[src/hw/adcr_pkg.sv]
`default_nettype none
package adcr_pkg;
   // Register selector codes
   localparam logic [1:0] SEL_RESULT = 2'h0;
   localparam logic [1:0] SEL_CONFIG = 2'h1;
   localparam logic [1:0] SEL_LOW = 2'h2;
   localparam logic [1:0] SEL_HIGH = 2'h3;
   // Reset values and full-scale codes
   localparam logic [15:0] RESULT_RST = 16'h0000;
   localparam logic [15:0] CONFIG_RST = 16'h8583;
   localparam logic [15:0] LOW_LIMIT_RST = 16'h8000;
   localparam logic [15:0] HIGH_LIMIT_RST = 16'h7FFF;
   localparam logic [15:0] FULL_SCALE_POS = 16'h7FFF;
   localparam logic [15:0] FULL_SCALE_NEG = 16'h8000;
   // Configuration field positions
   localparam int STATUS_BIT = 15;
   localparam int INPUT_HI = 14;
   localparam int INPUT_LO = 12;
   localparam int GAIN_HI = 11;
   localparam int GAIN_LO = 9;
   localparam int CONT_BIT = 8;
   localparam int RATE_HI = 7;
   localparam int RATE_LO = 5;
   localparam int CMP_TYPE_BIT = 4;
   localparam int POL_BIT = 3;
   localparam int LATCH_BIT = 2;
   localparam int QUEUE_HI = 1;
   localparam int QUEUE_LO = 0;
   // Serial framing
   localparam logic [3:0] BITS_PER_BYTE = 4'h8;
   localparam logic [2:0] BYTE_ADDR = 3'h0;
   localparam logic [2:0] BYTE_SEL = 3'h1;
   localparam logic [2:0] BYTE_MSB = 3'h2;
   localparam logic [2:0] BYTE_LSB = 3'h3;
   localparam logic [2:0] BYTE_EXTRA = 3'h4;
   // Serial engine states, Gray along the usual path
   typedef enum logic [2:0] {
      ST_IDLE = 3'b000,
      ST_RX = 3'b001,
      ST_RXACK = 3'b011,
      ST_TX = 3'b010,
      ST_TXACK = 3'b110
   } adcr_state_t;
endpackage : adcr_pkg
`default_nettype wire

[src/hw/adcr_regs.sv]
// Contract
// - Result is 16-bit two's complement value
// - Full scale codes are 7FFFh and 8000h
// - Out-of-range input saturates, never wraps
// - Four 16-bit registers reached via selector
// - Selector bits 1:0 choose the register
// - Comparatorless variant omits both limit registers
// - Result holds last conversion, zero after reset
// - Result register read-only, writes ignored
// - Configuration resets to 8583h
// - Configuration field layout by bit position
// - Configuration writable and reports device status
// - Status bit starts conversion from power down, reads busy state
// - Selector holds until next write transfer
// - Words travel upper byte first
`default_nettype none
module adcr_regs #(
   parameter logic [6:0] SLAVE_ADDR = 7'h48,
   parameter bit HAS_COMPARATOR = 1'b1,
   parameter int CONV_W = 18
) (
   // Clock and reset
   input wire logic core_clk,
   input wire logic rst,
   // Serial pins, open drain data
   input wire logic sclIn,
   input wire logic sdaIn,
   output logic sdaOut,
   output logic sdaOe_n,
   // Converter core
   input wire logic convDone,
   input wire logic signed [CONV_W-1:0] convData,
   input wire logic convBusy,
   output logic convStart,
   // Configuration fields
   output logic [2:0] input_select,
   output logic [2:0] gain_range_select,
   output logic continuity_select,
   output logic [2:0] sample_rate_select,
   output logic alert_type,
   output logic alert_polarity,
   output logic alert_latch_enable,
   output logic [1:0] alert_queue_select,
   // Comparator limits and result
   output logic [15:0] low_limit,
   output logic [15:0] high_limit,
   output logic [15:0] conversion_result
);
   // Clip the wide raw sample into the 16-bit code range
   function automatic logic [15:0] saturate(input logic signed [CONV_W-1:0] raw);
      logic signed [CONV_W-1:0] posMax;
      logic signed [CONV_W-1:0] negMax;
      posMax = CONV_W'(signed'(adcr_pkg::FULL_SCALE_POS));
      negMax = -posMax - CONV_W'(1);
      if (raw > posMax) begin
         saturate = adcr_pkg::FULL_SCALE_POS;
      end else if (raw < negMax) begin
         saturate = adcr_pkg::FULL_SCALE_NEG;
      end else begin
         saturate = raw[15:0];
      end
   endfunction : saturate

   logic sclS1, sclS2, sclD, sdaS1, sdaS2, sdaD;
   adcr_pkg::adcr_state_t state_reg, state_next;
   logic [3:0] bitCnt_reg, bitCnt_next;
   logic [2:0] byteCnt_reg, byteCnt_next;
   logic [7:0] shift_reg, shift_next;
   logic [7:0] hiByte_reg, hiByte_next;
   logic [15:0] snap_reg, snap_next;
   logic readMode_reg, readMode_next;
   logic lowHalf_reg, lowHalf_next;
   logic drive_n_reg, drive_n_next;
   logic [1:0] sel_reg, sel_next;
   logic [15:0] cfg_reg, cfg_next;
   logic [15:0] result_reg, result_next;
   logic [15:0] low_reg, low_next;
   logic [15:0] high_reg, high_next;
   logic start_reg, start_next;
   logic sclRise, sclFall, busStart, busStop, powerDown;
   logic [15:0] readValue;
   logic [15:0] wordIn;

   // Two-stage synchronisers; edges seen only from the second stage onward
   always_ff @(posedge core_clk or posedge rst) begin
      if (rst) begin
         sclS1 <= 1'b1;
         sclS2 <= 1'b1;
         sclD <= 1'b1;
         sdaS1 <= 1'b1;
         sdaS2 <= 1'b1;
         sdaD <= 1'b1;
      end else begin
         sclS1 <= sclIn;
         sclS2 <= sclS1;
         sclD <= sclS2;
         sdaS1 <= sdaIn;
         sdaS2 <= sdaS1;
         sdaD <= sdaS2;
      end
   end

   assign sclRise = sclS2 & ~sclD;
   assign sclFall = ~sclS2 & sclD;
   assign busStart = sclS2 & sclD & sdaD & ~sdaS2;
   assign busStop = sclS2 & sclD & ~sdaD & sdaS2;
   assign wordIn = {hiByte_reg, shift_reg};
   // A just-issued start counts as busy so software never sees a stale idle
   assign powerDown = cfg_reg[adcr_pkg::CONT_BIT] & ~convBusy & ~start_reg;

   // Read mux; omitted limits read as zero
   always_comb begin
      unique case (sel_reg)
         adcr_pkg::SEL_RESULT: readValue = result_reg;
         adcr_pkg::SEL_CONFIG: readValue = {powerDown, cfg_reg[14:0]};
         adcr_pkg::SEL_LOW: readValue = HAS_COMPARATOR ? low_reg : 16'h0000;
         adcr_pkg::SEL_HIGH: readValue = HAS_COMPARATOR ? high_reg : 16'h0000;
      endcase
   end

   // Next-state logic for the serial engine and the register bank
   always_comb begin
      state_next = state_reg;
      bitCnt_next = bitCnt_reg;
      byteCnt_next = byteCnt_reg;
      shift_next = shift_reg;
      hiByte_next = hiByte_reg;
      snap_next = snap_reg;
      readMode_next = readMode_reg;
      lowHalf_next = lowHalf_reg;
      drive_n_next = drive_n_reg;
      sel_next = sel_reg;
      cfg_next = cfg_reg;
      result_next = result_reg;
      low_next = low_reg;
      high_next = high_reg;
      start_next = 1'b0;
      if (convDone) begin
         result_next = saturate(convData);
      end
      if (busStop) begin
         state_next = adcr_pkg::ST_IDLE;
         drive_n_next = 1'b1;
      end else if (busStart) begin
         state_next = adcr_pkg::ST_RX;
         bitCnt_next = 4'h0;
         byteCnt_next = adcr_pkg::BYTE_ADDR;
         readMode_next = 1'b0;
         drive_n_next = 1'b1;
      end else begin
         unique case (state_reg)
            adcr_pkg::ST_IDLE: begin
               drive_n_next = 1'b1;
            end
            adcr_pkg::ST_RX: begin
               if (sclRise) begin
                  shift_next = {shift_reg[6:0], sdaS2};
                  bitCnt_next = bitCnt_reg + 4'h1;
               end else if (sclFall && bitCnt_reg == adcr_pkg::BITS_PER_BYTE) begin
                  bitCnt_next = 4'h0;
                  state_next = adcr_pkg::ST_RXACK;
                  drive_n_next = 1'b0;
                  if (byteCnt_reg != adcr_pkg::BYTE_EXTRA) begin
                     byteCnt_next = byteCnt_reg + 3'h1;
                  end
                  unique case (byteCnt_reg)
                     adcr_pkg::BYTE_ADDR: begin
                        if (shift_reg[7:1] != SLAVE_ADDR) begin
                           state_next = adcr_pkg::ST_IDLE;
                           drive_n_next = 1'b1;
                        end
                        readMode_next = shift_reg[0];
                        snap_next = readValue;
                        lowHalf_next = 1'b0;
                     end
                     adcr_pkg::BYTE_SEL: sel_next = shift_reg[1:0];
                     adcr_pkg::BYTE_MSB: hiByte_next = shift_reg;
                     adcr_pkg::BYTE_LSB: begin
                        unique case (sel_reg)
                           adcr_pkg::SEL_RESULT: ;
                           adcr_pkg::SEL_CONFIG: begin
                              cfg_next = {cfg_reg[adcr_pkg::STATUS_BIT], wordIn[14:0]};
                              start_next = wordIn[adcr_pkg::STATUS_BIT] & powerDown;
                           end
                           adcr_pkg::SEL_LOW: if (HAS_COMPARATOR) low_next = wordIn;
                           adcr_pkg::SEL_HIGH: if (HAS_COMPARATOR) high_next = wordIn;
                        endcase
                     end
                     default: ;
                  endcase
               end
            end
            adcr_pkg::ST_RXACK: begin
               if (sclFall) begin
                  if (readMode_reg) begin
                     state_next = adcr_pkg::ST_TX;
                     shift_next = snap_reg[15:8];
                     drive_n_next = snap_reg[15];
                     lowHalf_next = 1'b1;
                  end else begin
                     state_next = adcr_pkg::ST_RX;
                     drive_n_next = 1'b1;
                  end
               end
            end
            adcr_pkg::ST_TX: begin
               if (sclRise) begin
                  bitCnt_next = bitCnt_reg + 4'h1;
               end else if (sclFall) begin
                  if (bitCnt_reg == adcr_pkg::BITS_PER_BYTE) begin
                     state_next = adcr_pkg::ST_TXACK;
                     bitCnt_next = 4'h0;
                     drive_n_next = 1'b1;
                  end else begin
                     shift_next = {shift_reg[6:0], 1'b0};
                     drive_n_next = shift_reg[6];
                  end
               end
            end
            adcr_pkg::ST_TXACK: begin
               // A master that does not acknowledge ends the read
               if (sclRise && sdaS2) begin
                  state_next = adcr_pkg::ST_IDLE;
               end else if (sclFall) begin
                  state_next = adcr_pkg::ST_TX;
                  shift_next = lowHalf_reg ? snap_reg[7:0] : snap_reg[15:8];
                  drive_n_next = lowHalf_reg ? snap_reg[7] : snap_reg[15];
                  lowHalf_next = ~lowHalf_reg;
               end
            end
            default: begin
               state_next = adcr_pkg::ST_IDLE;
               drive_n_next = 1'b1;
            end
         endcase
      end
   end

   // State registers
   always_ff @(posedge core_clk or posedge rst) begin
      if (rst) begin
         state_reg <= adcr_pkg::ST_IDLE;
         bitCnt_reg <= 4'h0;
         byteCnt_reg <= adcr_pkg::BYTE_ADDR;
         shift_reg <= 8'h00;
         hiByte_reg <= 8'h00;
         snap_reg <= 16'h0000;
         readMode_reg <= 1'b0;
         lowHalf_reg <= 1'b0;
         drive_n_reg <= 1'b1;
         sel_reg <= adcr_pkg::SEL_RESULT;
         cfg_reg <= adcr_pkg::CONFIG_RST;
         result_reg <= adcr_pkg::RESULT_RST;
         low_reg <= adcr_pkg::LOW_LIMIT_RST;
         high_reg <= adcr_pkg::HIGH_LIMIT_RST;
         start_reg <= 1'b0;
      end else begin
         state_reg <= state_next;
         bitCnt_reg <= bitCnt_next;
         byteCnt_reg <= byteCnt_next;
         shift_reg <= shift_next;
         hiByte_reg <= hiByte_next;
         snap_reg <= snap_next;
         readMode_reg <= readMode_next;
         lowHalf_reg <= lowHalf_next;
         drive_n_reg <= drive_n_next;
         sel_reg <= sel_next;
         cfg_reg <= cfg_next;
         result_reg <= result_next;
         low_reg <= low_next;
         high_reg <= high_next;
         start_reg <= start_next;
      end
   end

   // Field outputs straight from the configuration flops
   assign sdaOut = 1'b0; // Open drain: only ever pulls low
   assign sdaOe_n = drive_n_reg;
   assign convStart = start_reg;
   assign input_select = cfg_reg[adcr_pkg::INPUT_HI:adcr_pkg::INPUT_LO];
   assign gain_range_select = cfg_reg[adcr_pkg::GAIN_HI:adcr_pkg::GAIN_LO];
   assign continuity_select = cfg_reg[adcr_pkg::CONT_BIT];
   assign sample_rate_select = cfg_reg[adcr_pkg::RATE_HI:adcr_pkg::RATE_LO];
   assign alert_type = cfg_reg[adcr_pkg::CMP_TYPE_BIT];
   assign alert_polarity = cfg_reg[adcr_pkg::POL_BIT];
   assign alert_latch_enable = cfg_reg[adcr_pkg::LATCH_BIT];
   assign alert_queue_select = cfg_reg[adcr_pkg::QUEUE_HI:adcr_pkg::QUEUE_LO];
   assign low_limit = HAS_COMPARATOR ? low_reg : 16'h0000;
   assign high_limit = HAS_COMPARATOR ? high_reg : 16'h0000;
   assign conversion_result = result_reg;
endmodule : adcr_regs
`default_nettype wire

[config.mk]
export PLATFORM = sky130hd
export DESIGN_NAME = adcr_regs
export DESIGN_NICKNAME = d
export VERILOG_FILES = /design/src/hw/adcr_pkg.sv /design/src/hw/adcr_regs.sv
export SDC_FILE = /design/constraint.sdc
export NUM_CORES = 1
export LEC_CHECK = 0
export BUFFER_PORTS_ARGS = -buffer_cell sky130_fd_sc_hd__buf_2
export CAP_MARGIN = 20
export CORE_AREA = 4 4 122 124
export CTS_CLUSTER_SIZE = 28
export DETAILED_ROUTE_END_ITERATION = 6
export DIE_AREA = 0 0 126 128
export GPL_TIMING_DRIVEN = 0
export PLACE_DENSITY = 0.65
export SLEW_MARGIN = 25
export SYNTH_ARGS = -nofsm -noshare
export SYNTH_HDL_FRONTEND = slang
export SYNTH_SLANG_ARGS = --single-unit
[constraint.sdc]
create_clock -name core_clk -period 9.7 [get_ports core_clk]
set_input_delay 0.97 -clock core_clk [delete_from_list [all_inputs] [get_ports core_clk]]
set_output_delay 0.97 -clock core_clk [all_outputs]
set_load 0.005 [all_outputs]
Word-level counts from Yosys, hierarchy flattened
Cells that the tools add are included.

Bits in registers: 117. Bits of input ports: 24. Output and inout port bits: 66. Word-level logic and storage cells: 182.

Add/subtract/negate cells: 2. Order comparisons: 2. Equality and inequality tests: 38. Muxes and demuxes: 74. Bitwise operators: 20. Reduce and logical (&&, ||, !) cells: 25.

Operator list (number): $mux W8 (9); $pmux W16 S4 (1); $mux W3 (15); $ne A4 B4 Y1 const B (11); $mux W1 (33); $mux W16 (2); $pmux W8 S4 (1); $reduce_and A7 Y1 (4); $mux W4 (6); $ne A2 B2 Y1 const B (10); $gt A18 B16 Y1 const B (1); $lt A18 B16 Y1 const B (1); $reduce_and A6 Y1 (3); $pmux W3 S5 (1); $reduce_and A5 Y1 (3); $eq A3 B2 Y1 const B (4); $reduce_and A11 Y1 (1); $and A1 B1 Y1 (10); $not A1 Y1 (10); $reduce_and A10 Y1 (1); $pmux W4 S2 (1); $reduce_and A8 Y1 (1); $reduce_bool A2 Y1 (4); $ne A7 B7 Y1 const B (1); other kinds (18) (27).

Longest topological paths before layout
Gate-level depths: netlist (run 1).

Depth in word-level cells: 11. Mapped depth: 10.

Least setup slack after synthesis (run 1)
Ideal clock, no wire load.

Kind: reg2reg. From: reg sclD. To: reg low_reg[0] (netlist: low_limit[0]). Arrival: 2189 ps. Data required time: 9575 ps. Setup slack: 7386 ps. Cell stages (with the launch flop): 10. Path buffers: 2. Path through: dfstp_2 > inv_1 > ha_1 > nand4bb_1 > nor2_1 > and3_4 > and4b_1 > buf_6 > buf_6 > mux2_2.

Cells in the longest elaborated chain, start to end: 5. Elaborated cells between the ends (all ways): 13. Those cells by class: bitwise: 11; reduce/logical: 2.

Ends and longest elaborated chain: from (decl) (RTL line adcr_regs.sv:64) `logic sclS1, sclS2, sclD, sdaS1, sdaS2, sdaD;`; from (signal assigned) (RTL line adcr_regs.sv:96) `sclD <= sclS2;`; $and A1 B1 Y1 (RTL line adcr_regs.sv:105, adcr_regs.sv:106); $and A1 B1 Y1, on equally long branches (2 in a row) (RTL line adcr_regs.sv:105, adcr_regs.sv:106); $not A1 Y1 (no line); $reduce_and A7 Y1 (no line) *; to (signal assigned) (RTL line adcr_regs.sv:254) `low_reg <= adcr_pkg::LOW_LIMIT_RST;`; to (signal assigned) (RTL line adcr_regs.sv:270) `low_reg <= low_next;`; to (decl) (RTL line adcr_regs.sv:77) `logic [15:0] low_reg, low_next;`.

Mark *: on every way between the ends. The rest lies on a longest branch, timed or not. A chain may end at the register's enable or synchronous reset.

Worst setup path after layout (run 1)
From: reg sclD. To: reg cfg_reg[5].

Cells in the longest elaborated chain, start to end: 5. Elaborated cells between the ends (all ways): 13. Those cells by class: bitwise: 11; reduce/logical: 2.

Ends and longest elaborated chain: $and A1 B1 Y1 (RTL line adcr_regs.sv:105, adcr_regs.sv:106); $and A1 B1 Y1, on equally long branches (2 in a row) (RTL line adcr_regs.sv:105, adcr_regs.sv:106); $not A1 Y1 (no line); $reduce_and A7 Y1 (no line) *; to (signal assigned) (RTL line adcr_regs.sv:252) `cfg_reg <= adcr_pkg::CONFIG_RST;`; to (signal assigned) (RTL line adcr_regs.sv:268) `cfg_reg <= cfg_next;`; to (decl) (RTL line adcr_regs.sv:75) `logic [15:0] cfg_reg, cfg_next;`.

Marks and branches as above.

==> results of run 1 <==
==> cell usage in the layout (no fill, tap or decap), drive strengths merged, types with 5 or more instances in the layout <==
| cell type | count |
|---|---|
| nand3 | 8 |
| nor2 | 42 |
| nand2 | 52 |
| mux4 | 15 |
| dfstp | 28 |
| o21ai | 34 |
| inv | 33 |
| and3 | 9 |
| mux2i | 5 |
| a21oi | 10 |
| dfrtp | 89 |
| clkbuf | 43 |
| ha | 10 |
| a22oi | 6 |
| nor2b | 7 |
| nand4 | 5 |
| mux2 | 80 |
| buf | 109 |
| o211ai | 16 |
==> per-layer routing <==
layer | wire length, um | vias to the layer above | part of all wire, %
li1 | - | 2154 | -
met1 | 7080 | 2367 | 43
met2 | 7750 | 182 | 48
met3 | 1110 | 28 | 6.8
met4 | 337 | 0 | 2.1
met5 | 0 | - | 0
==> critical path, cell delays in order, from the launching register on <==
cell and delay [ps]:
dfstp_2 540, inv_1 40, ha_1 180, nand4bb_1 230
nor2_1 360, and3_4 300, and3_1 170, buf_2 230
buf_6 200, mux2_2 350
==> cell families (layout without fill, tap and decap cells) <==
kind of cell,count (synthesis),count (layout),synth area share (%)
adders and majority gates,10,10,2.05
and+or+nand+nor,143,143,11.8
muxes,100,100,21.2
xor gates and xnor gates,2,2,0.411
DFF,117,117,48.6
buffers and inverters,71,191,5.26
other,1,1,0.0616
AOI/OAI and AO/OA,98,98,10.6
==> worst max-delay path by stage <==
stage,start,endpoint,slack [ps],depth (start not counted)
4_1_cts,sclD$_DFF_PP1_,cfg_reg[5]$_DFFE_PP0P_,6950,9
3_3_place_gp,rst,cfg_reg[13]$_DFFE_PP0P_,4380,2
5_1_grt,sclD$_DFF_PP1_,cfg_reg[5]$_DFFE_PP0P_,6780,9
6_report,sclD$_DFF_PP1_,cfg_reg[5]$_DFFE_PP0P_,6950,9
2_1_floorplan,rst,bitCnt_reg[0]$_DFFE_PP0P_,5680,1
3_5_place_dp,sclD$_DFF_PP1_,cfg_reg[5]$_DFFE_PP0P_,6960,9
==> power groups by stage <==
stage	Combinational [mW]	Clock, mW	Sequential (mW)
after floorplan	0.0855	0	0.529
after global placement	0.123	0	0.536
after detailed placement	0.129	0	0.536
after CTS	0.130	0.637	0.528
after global routing	0.146	0.657	0.530
final	0.130	0.624	0.528
==> final cells by class <==
| type | count | area [sq um] |
|---|---|---|
| Multi-Input combinational cell | 354 | 2810 |
| Clock inverter | 7 | 95.1 |
| Sequential cell | 117 | 2960 |
| Buffer | 39 | 200 |
| Tap cell | 180 | 225 |
| Fill cell | 1249 | 6400 |
| Clock buffer | 25 | 495 |
| Inverter | 32 | 125 |
| Timing Repair Buffer | 88 | 463 |
==> cells in the mapped netlist, types with 2 or more instances <==
cell type / count
a211oi_1: 4
a21boi_0: 2
a21oi_1: 10
a221oi_1: 3
a22oi_1: 6
a311oi_1: 2
a31oi_1: 4
and3_1: 8
buf_1: 7
buf_2: 7
buf_4: 3
buf_6: 3
clkbuf_1: 18
dfrtp_1: 89
dfstp_2: 28
ha_1: 10
inv_1: 32
mux2_1: 10
mux2_2: 70
mux2i_1: 5
mux4_2: 15
nand2_1: 51
nand2b_1: 4
nand3_1: 8
nand3b_1: 3
nand4_1: 4
nand4bb_1: 2
nor2_1: 42
nor2b_1: 7
nor3_1: 2
nor4b_1: 2
o211ai_1: 16
o21a_1: 2
o21ai_0: 34
o221ai_1: 4
o22ai_1: 2
==> impl_metrics.env, run 1 <==
export IMPL_max_freq_mhz=364
export IMPL_crit_path_end_kind="flop"
export IMPL_cap_violations=0
export IMPL_fin_cells=842
export IMPL_status="completed"
export IMPL_insertion_delay_ps=410
export IMPL_clockRootBuffer="clkbuf_16"
export IMPL_r2r_start="sclD$_DFF_PP1_"
export IMPL_synthFlopType="dfrtp_1"
export IMPL_synth_fp_nets=576
export IMPL_min_period_ps=2750
export IMPL_yosysUniqueCellTypes=59
export IMPL_postRouteAntennaNets=0
export IMPL_yosysWarnings=0
export IMPL_cts_buffers=17
export IMPL_cts_resized=0
export IMPL_grt_max_degree=68
export IMPL_synth_seq_cells=117
export IMPL_row_count=43
export IMPL_grt_busiest_layer="met2"
export IMPL_post_route_period_util_pct=28.3
export IMPL_grt_use_met1_pct=28.2
export IMPL_rsz0062_at_grt="no"
export IMPL_dp_hpwl_um=11800
export IMPL_required_ps=9990
export IMPL_drt_iter0_drc=338
export IMPL_p_clk_share_pct=48.7
export IMPL_nets=683
export IMPL_synth_area_leaders="dfrtp_1, mux2_2, dfstp_2"
export IMPL_tns_ps=0
export IMPL_p_comb_share_pct=10.1
export IMPL_postCtsSetupBuffers=0
export IMPL_die_width_um=126
export IMPL_netlist_area_leader_share_pct=36.6
export IMPL_reg2reg_to="cfg_reg[5]$_DFFE_PP0P_"
export IMPL_switching_share_pct=24.6
export IMPL_dieHeight_um=128
export IMPL_via_count=4731
export IMPL_cts_buffer_depth=2
export IMPL_hold_class="flop to flop"
export IMPL_whs_path_depth=0
export IMPL_port_buffer_count=87
export IMPL_switchingPower_mw=0.315
export IMPL_cts_hold_buffers=0
export IMPL_cts_sinks=117
export IMPL_total_power_mw=1.28
export IMPL_setup_ws_ps=6950
export IMPL_holdCritStartpoint="sclS1$_DFF_PP1_"
export IMPL_area_growth_pct=21.1
export IMPL_hold_viol_final=0
export IMPL_yosysTopAreaCell="dfrtp_1"
export IMPL_track_usage_pct=21.1
export IMPL_synth_area_per_cell_sq_um=11.2
export IMPL_synth_seq_area_share_pct=48.6
export IMPL_power_density_nw_per_um2=174
export IMPL_layout_drive_gt1_share_pct=38.2
export IMPL_viasPerCell=5.62
export IMPL_use_met2_pct=33.1
export IMPL_peakVddDrop_uv=129
export IMPL_use_met3_pct=6.42
export IMPL_clkTransAtPathRegs_ps=50
export IMPL_drt_pre_antenna_iters=5
export IMPL_start_util_pct=44.2
export IMPL_skew_ps=9.49
export IMPL_core_area_sq_um=13800
export IMPL_cts_tree="done"
export IMPL_grt_pass1_wl_um=26700
export IMPL_post_route_drc_count=0
export IMPL_synthCells=542
export IMPL_crit_path_start_kind="flop"
export IMPL_grt_ovfl_total=0
export IMPL_async_flop_share_pct=100
export IMPL_die_area_sq_um=16100
export IMPL_cp_max_fo=10
export IMPL_place_inst=810
export IMPL_setup_viol=0
export IMPL_r2r_slack_ps=6950
export IMPL_stdcell_area_sq_um=7380
export IMPL_grt_pass1_vias=4955
export IMPL_post_drt_wl_per_cell_um=19.3
export IMPL_dp_slack_ps=6960
export IMPL_fin_util_pct=53.6
export IMPL_drv_slew=0
export IMPL_crit_type="flop to flop"
export IMPL_timing_hold_ws_ps=360
export IMPL_worstRegToRegCells=9
export IMPL_synth_edff_count=0
export IMPL_htree_levels=4
export IMPL_routed_wl_um=16300
export IMPL_intPower_mw=0.967
export IMPL_antenna_found_initial=0
export IMPL_critPathArrivalTime_ps=3040
export IMPL_slew_headroom_pct=36.4
export IMPL_worstMarginPinSlew_ps=954
export IMPL_mappedNetlistArea_sq_um=6090
export IMPL_place_gp_congestion=0.856
export IMPL_diodes=0
export IMPL_p_seq_share_pct=41.2
export IMPL_io_pins=90
export IMPL_p_leak_nw=3.57
export IMPL_place_area_sq_um=6790
export IMPL_holdPathEnd="sclS2$_DFF_PP1_"
Note: power is estimated with default switching activity, not from simulation.
==> run 2, diff against run 1 <==
--- a/config.mk
+++ b/config.mk
@@ -12,7 +12,7 @@
 export DETAILED_ROUTE_END_ITERATION = 6
 export DIE_AREA = 0 0 126 128
 export GPL_TIMING_DRIVEN = 0
-export PLACE_DENSITY = 0.65
+export PLACE_DENSITY = 0.68
 export SLEW_MARGIN = 25
 export SYNTH_ARGS = -nofsm -noshare
 export SYNTH_HDL_FRONTEND = slang
==> constraint.sdc (replaced) <==
create_clock -name core_clk -period 2.46 [get_ports core_clk]
set_input_delay 0.246 -clock core_clk [delete_from_list [all_inputs] [get_ports core_clk]]
set_output_delay 0.246 -clock core_clk [all_outputs]
set_load 0.005 [all_outputs]
==> impl_metrics.env, run 2 (synthesized netlist as in run 1, its figures left out) <==
export IMPL_post_route_period_util_pct=96.5
export IMPL_crit_path_cell_trace="inv_1, ha_1, nand4bb_4, nor2_4, and3_4, and3_1, buf_6, buf_12, mux2_2"
export IMPL_fin_util_pct=54.7
export IMPL_r2r_slack_ps=90
export IMPL_reg2reg_to="cfg_reg[5]$_DFFE_PP0P_"
export IMPL_core_area_sq_um=13800
export IMPL_antenna_found_initial=0
export IMPL_grt_max_degree=35
export IMPL_setup_ws_ps=85.5
export IMPL_place_gp_congestion=0.865
export IMPL_multi_input_area_sq_um=2830
export IMPL_via_count=4734
export IMPL_crit_start="sclD$_DFF_PP1_"
export IMPL_skew_ps=7.41
export IMPL_peakVddDrop_uv=594
export IMPL_crit_type="flop to flop"
export IMPL_dp_slack_ps=-196
export IMPL_area_growth_pct=23.6
export IMPL_dieHeight_um=128
export IMPL_cts_sinks=117
export IMPL_worstRegToRegCells=9
export IMPL_hold_class="input port to flop"
export IMPL_cts_buffers=17
export IMPL_layout_drive_gt1_share_pct=39.1
export IMPL_cp_max_fo=10
export IMPL_cap_violations=0
export IMPL_drv_slew=0
export IMPL_track_usage_pct=20.4
export IMPL_cts_buffer_depth=2
export IMPL_io_pins=90
export IMPL_final_cell_mix="buf_2, dfrtp_1, mux2_2"
export IMPL_row_count=43
export IMPL_critPathArrivalTime_ps=2680
export IMPL_drt_pre_antenna_iters=5
export IMPL_port_buffer_count=87
export IMPL_tns_ps=0
export IMPL_min_period_ps=2370
export IMPL_max_freq_mhz=421
export IMPL_viasPerCell=5.58
export IMPL_clkTransAtPathRegs_ps=50
export IMPL_grt_ovfl_total=0
export IMPL_die_area_sq_um=16100
export IMPL_num_fill_cells=1225
export IMPL_insertion_delay_ps=420
export IMPL_clockRootBuffer="clkbuf_16"
export IMPL_post_route_drc_count=0
export IMPL_p_leak_nw=3.62
export IMPL_required_ps=2760
export IMPL_die_width_um=126
export IMPL_ff_latch_area_sq_um=2960
export IMPL_r2r_start="sclD$_DFF_PP1_"
export IMPL_htree_levels=4
export IMPL_total_power_mw=5.16
export IMPL_start_util_pct=44.2
export IMPL_setup_viol=0
export IMPL_rsz0062_at_grt="no"
export IMPL_cts_tree="done"
export IMPL_routed_wl_um=15900
export IMPL_power_density_nw_per_um2=685
export IMPL_postRouteAntennaNets=0
export IMPL_hold_viol_final=0
export IMPL_diodes=0
export IMPL_drt_iter0_drc=245
export IMPL_grt_pass1_vias=4861
export IMPL_grt_pass1_wl_um=25800
export IMPL_crit_path_start_kind="flop"
export IMPL_max_stage_delay_ps=540
export IMPL_place_inst=813
export IMPL_slowest_stage="dfstp_2"
export IMPL_status="completed"
export IMPL_final_common_cell="buf_2"
export IMPL_crit_path_end_kind="flop"
export IMPL_nets=689
export IMPL_worstMarginPinSlew_ps=865
export IMPL_slew_headroom_pct=42.3
export IMPL_fin_cells=848
export IMPL_dp_hpwl_um=11700
export IMPL_post_drt_wl_per_cell_um=18.8
export IMPL_crit_path_end="cfg_reg[5]$_DFFE_PP0P_"
-- run 2: cell types whose count changed in the layout (fill, tap and decap cells not counted), sizes merged --
cell,previous run,this run
bufinv,2,3
clkbuf,43,39
dlygate4sd3,0,3
buf,109,112
clkinvlp,1,4
-- run 2: routing by layer --
layer	global-route usage [%]	vias up	wire, um
met5	0	-	0
li1	-	2164	-
met4	6.62	0	254
met3	4.79	31	1030
met2	33.0	199	7660
met1	27.3	2340	6980
-- run 2: worst max-delay path: cells and delay by family, from the launching register on --
| family | cells | cell delay (ps) |
|---|---|---|
| adders and majority gates | 1 | 190 |
| DFF | 1 | 540 |
| buffers and inverters | 3 | 350 |
| and+or+nand+nor | 4 | 840 |
| muxes | 1 | 330 |
-- run 2: where the power goes --
part	switching [mW]	total [mW]	internal, mW
Sequential	0.0807	2.09	2.01
Clock	0.890	2.54	1.65
Combinational	0.314	0.534	0.220
Total	1.28	5.16	3.87
-- run 2: final cells by class --
cell class | instances | area share, %
multi-input combinational | 354 | 37.6
clock buffer | 21 | 6.12
sequential | 117 | 39.4
buffer | 38 | 2.73
inverter | 32 | 1.65
clock inverter | 11 | 1.98
timing repair buffer | 95 | 7.55
tap | 180 | 2.99
-- run 2: what timing repair did --
item | 4_1_cts | 5_1_grt
buffers inserted | 1 | 0
hold buffers | 3 | 0
endpoints found under the setup margin | 51 | 19
pin swaps | 1 | 0
hold endpoints to repair | 11 | 0
resized for setup | 5 | 3
-- run 2: how the worst min path moves through the flow --
| stage | slack, ps | cells after the start | startpoint | to |
|---|---|---|---|---|
| detailed placement | 260 | 2 | rst | conversion_result[5]$_DFFE_PP0P_ |
| global route | 120 | 2 | convDone | conversion_result[15]$_DFFE_PP0P_ |
| global placement | 350 | 0 | sclS1$_DFF_PP1_ | sclS2$_DFF_PP1_ |
| finish | 120 | 2 | convDone | conversion_result[15]$_DFFE_PP0P_ |
| floorplan | 250 | 0 | sclIn | sclS1$_DFF_PP1_ |
| CTS | 110 | 2 | convDone | conversion_result[15]$_DFFE_PP0P_ |
-- run 2: through the flow --
step	area (sq um)	hold slack [ps]
after floorplan	6100	250
after global placement	6760	346
after detailed placement	6850	262
after CTS	7530	113
after global routing	7530	121
final	7530	122
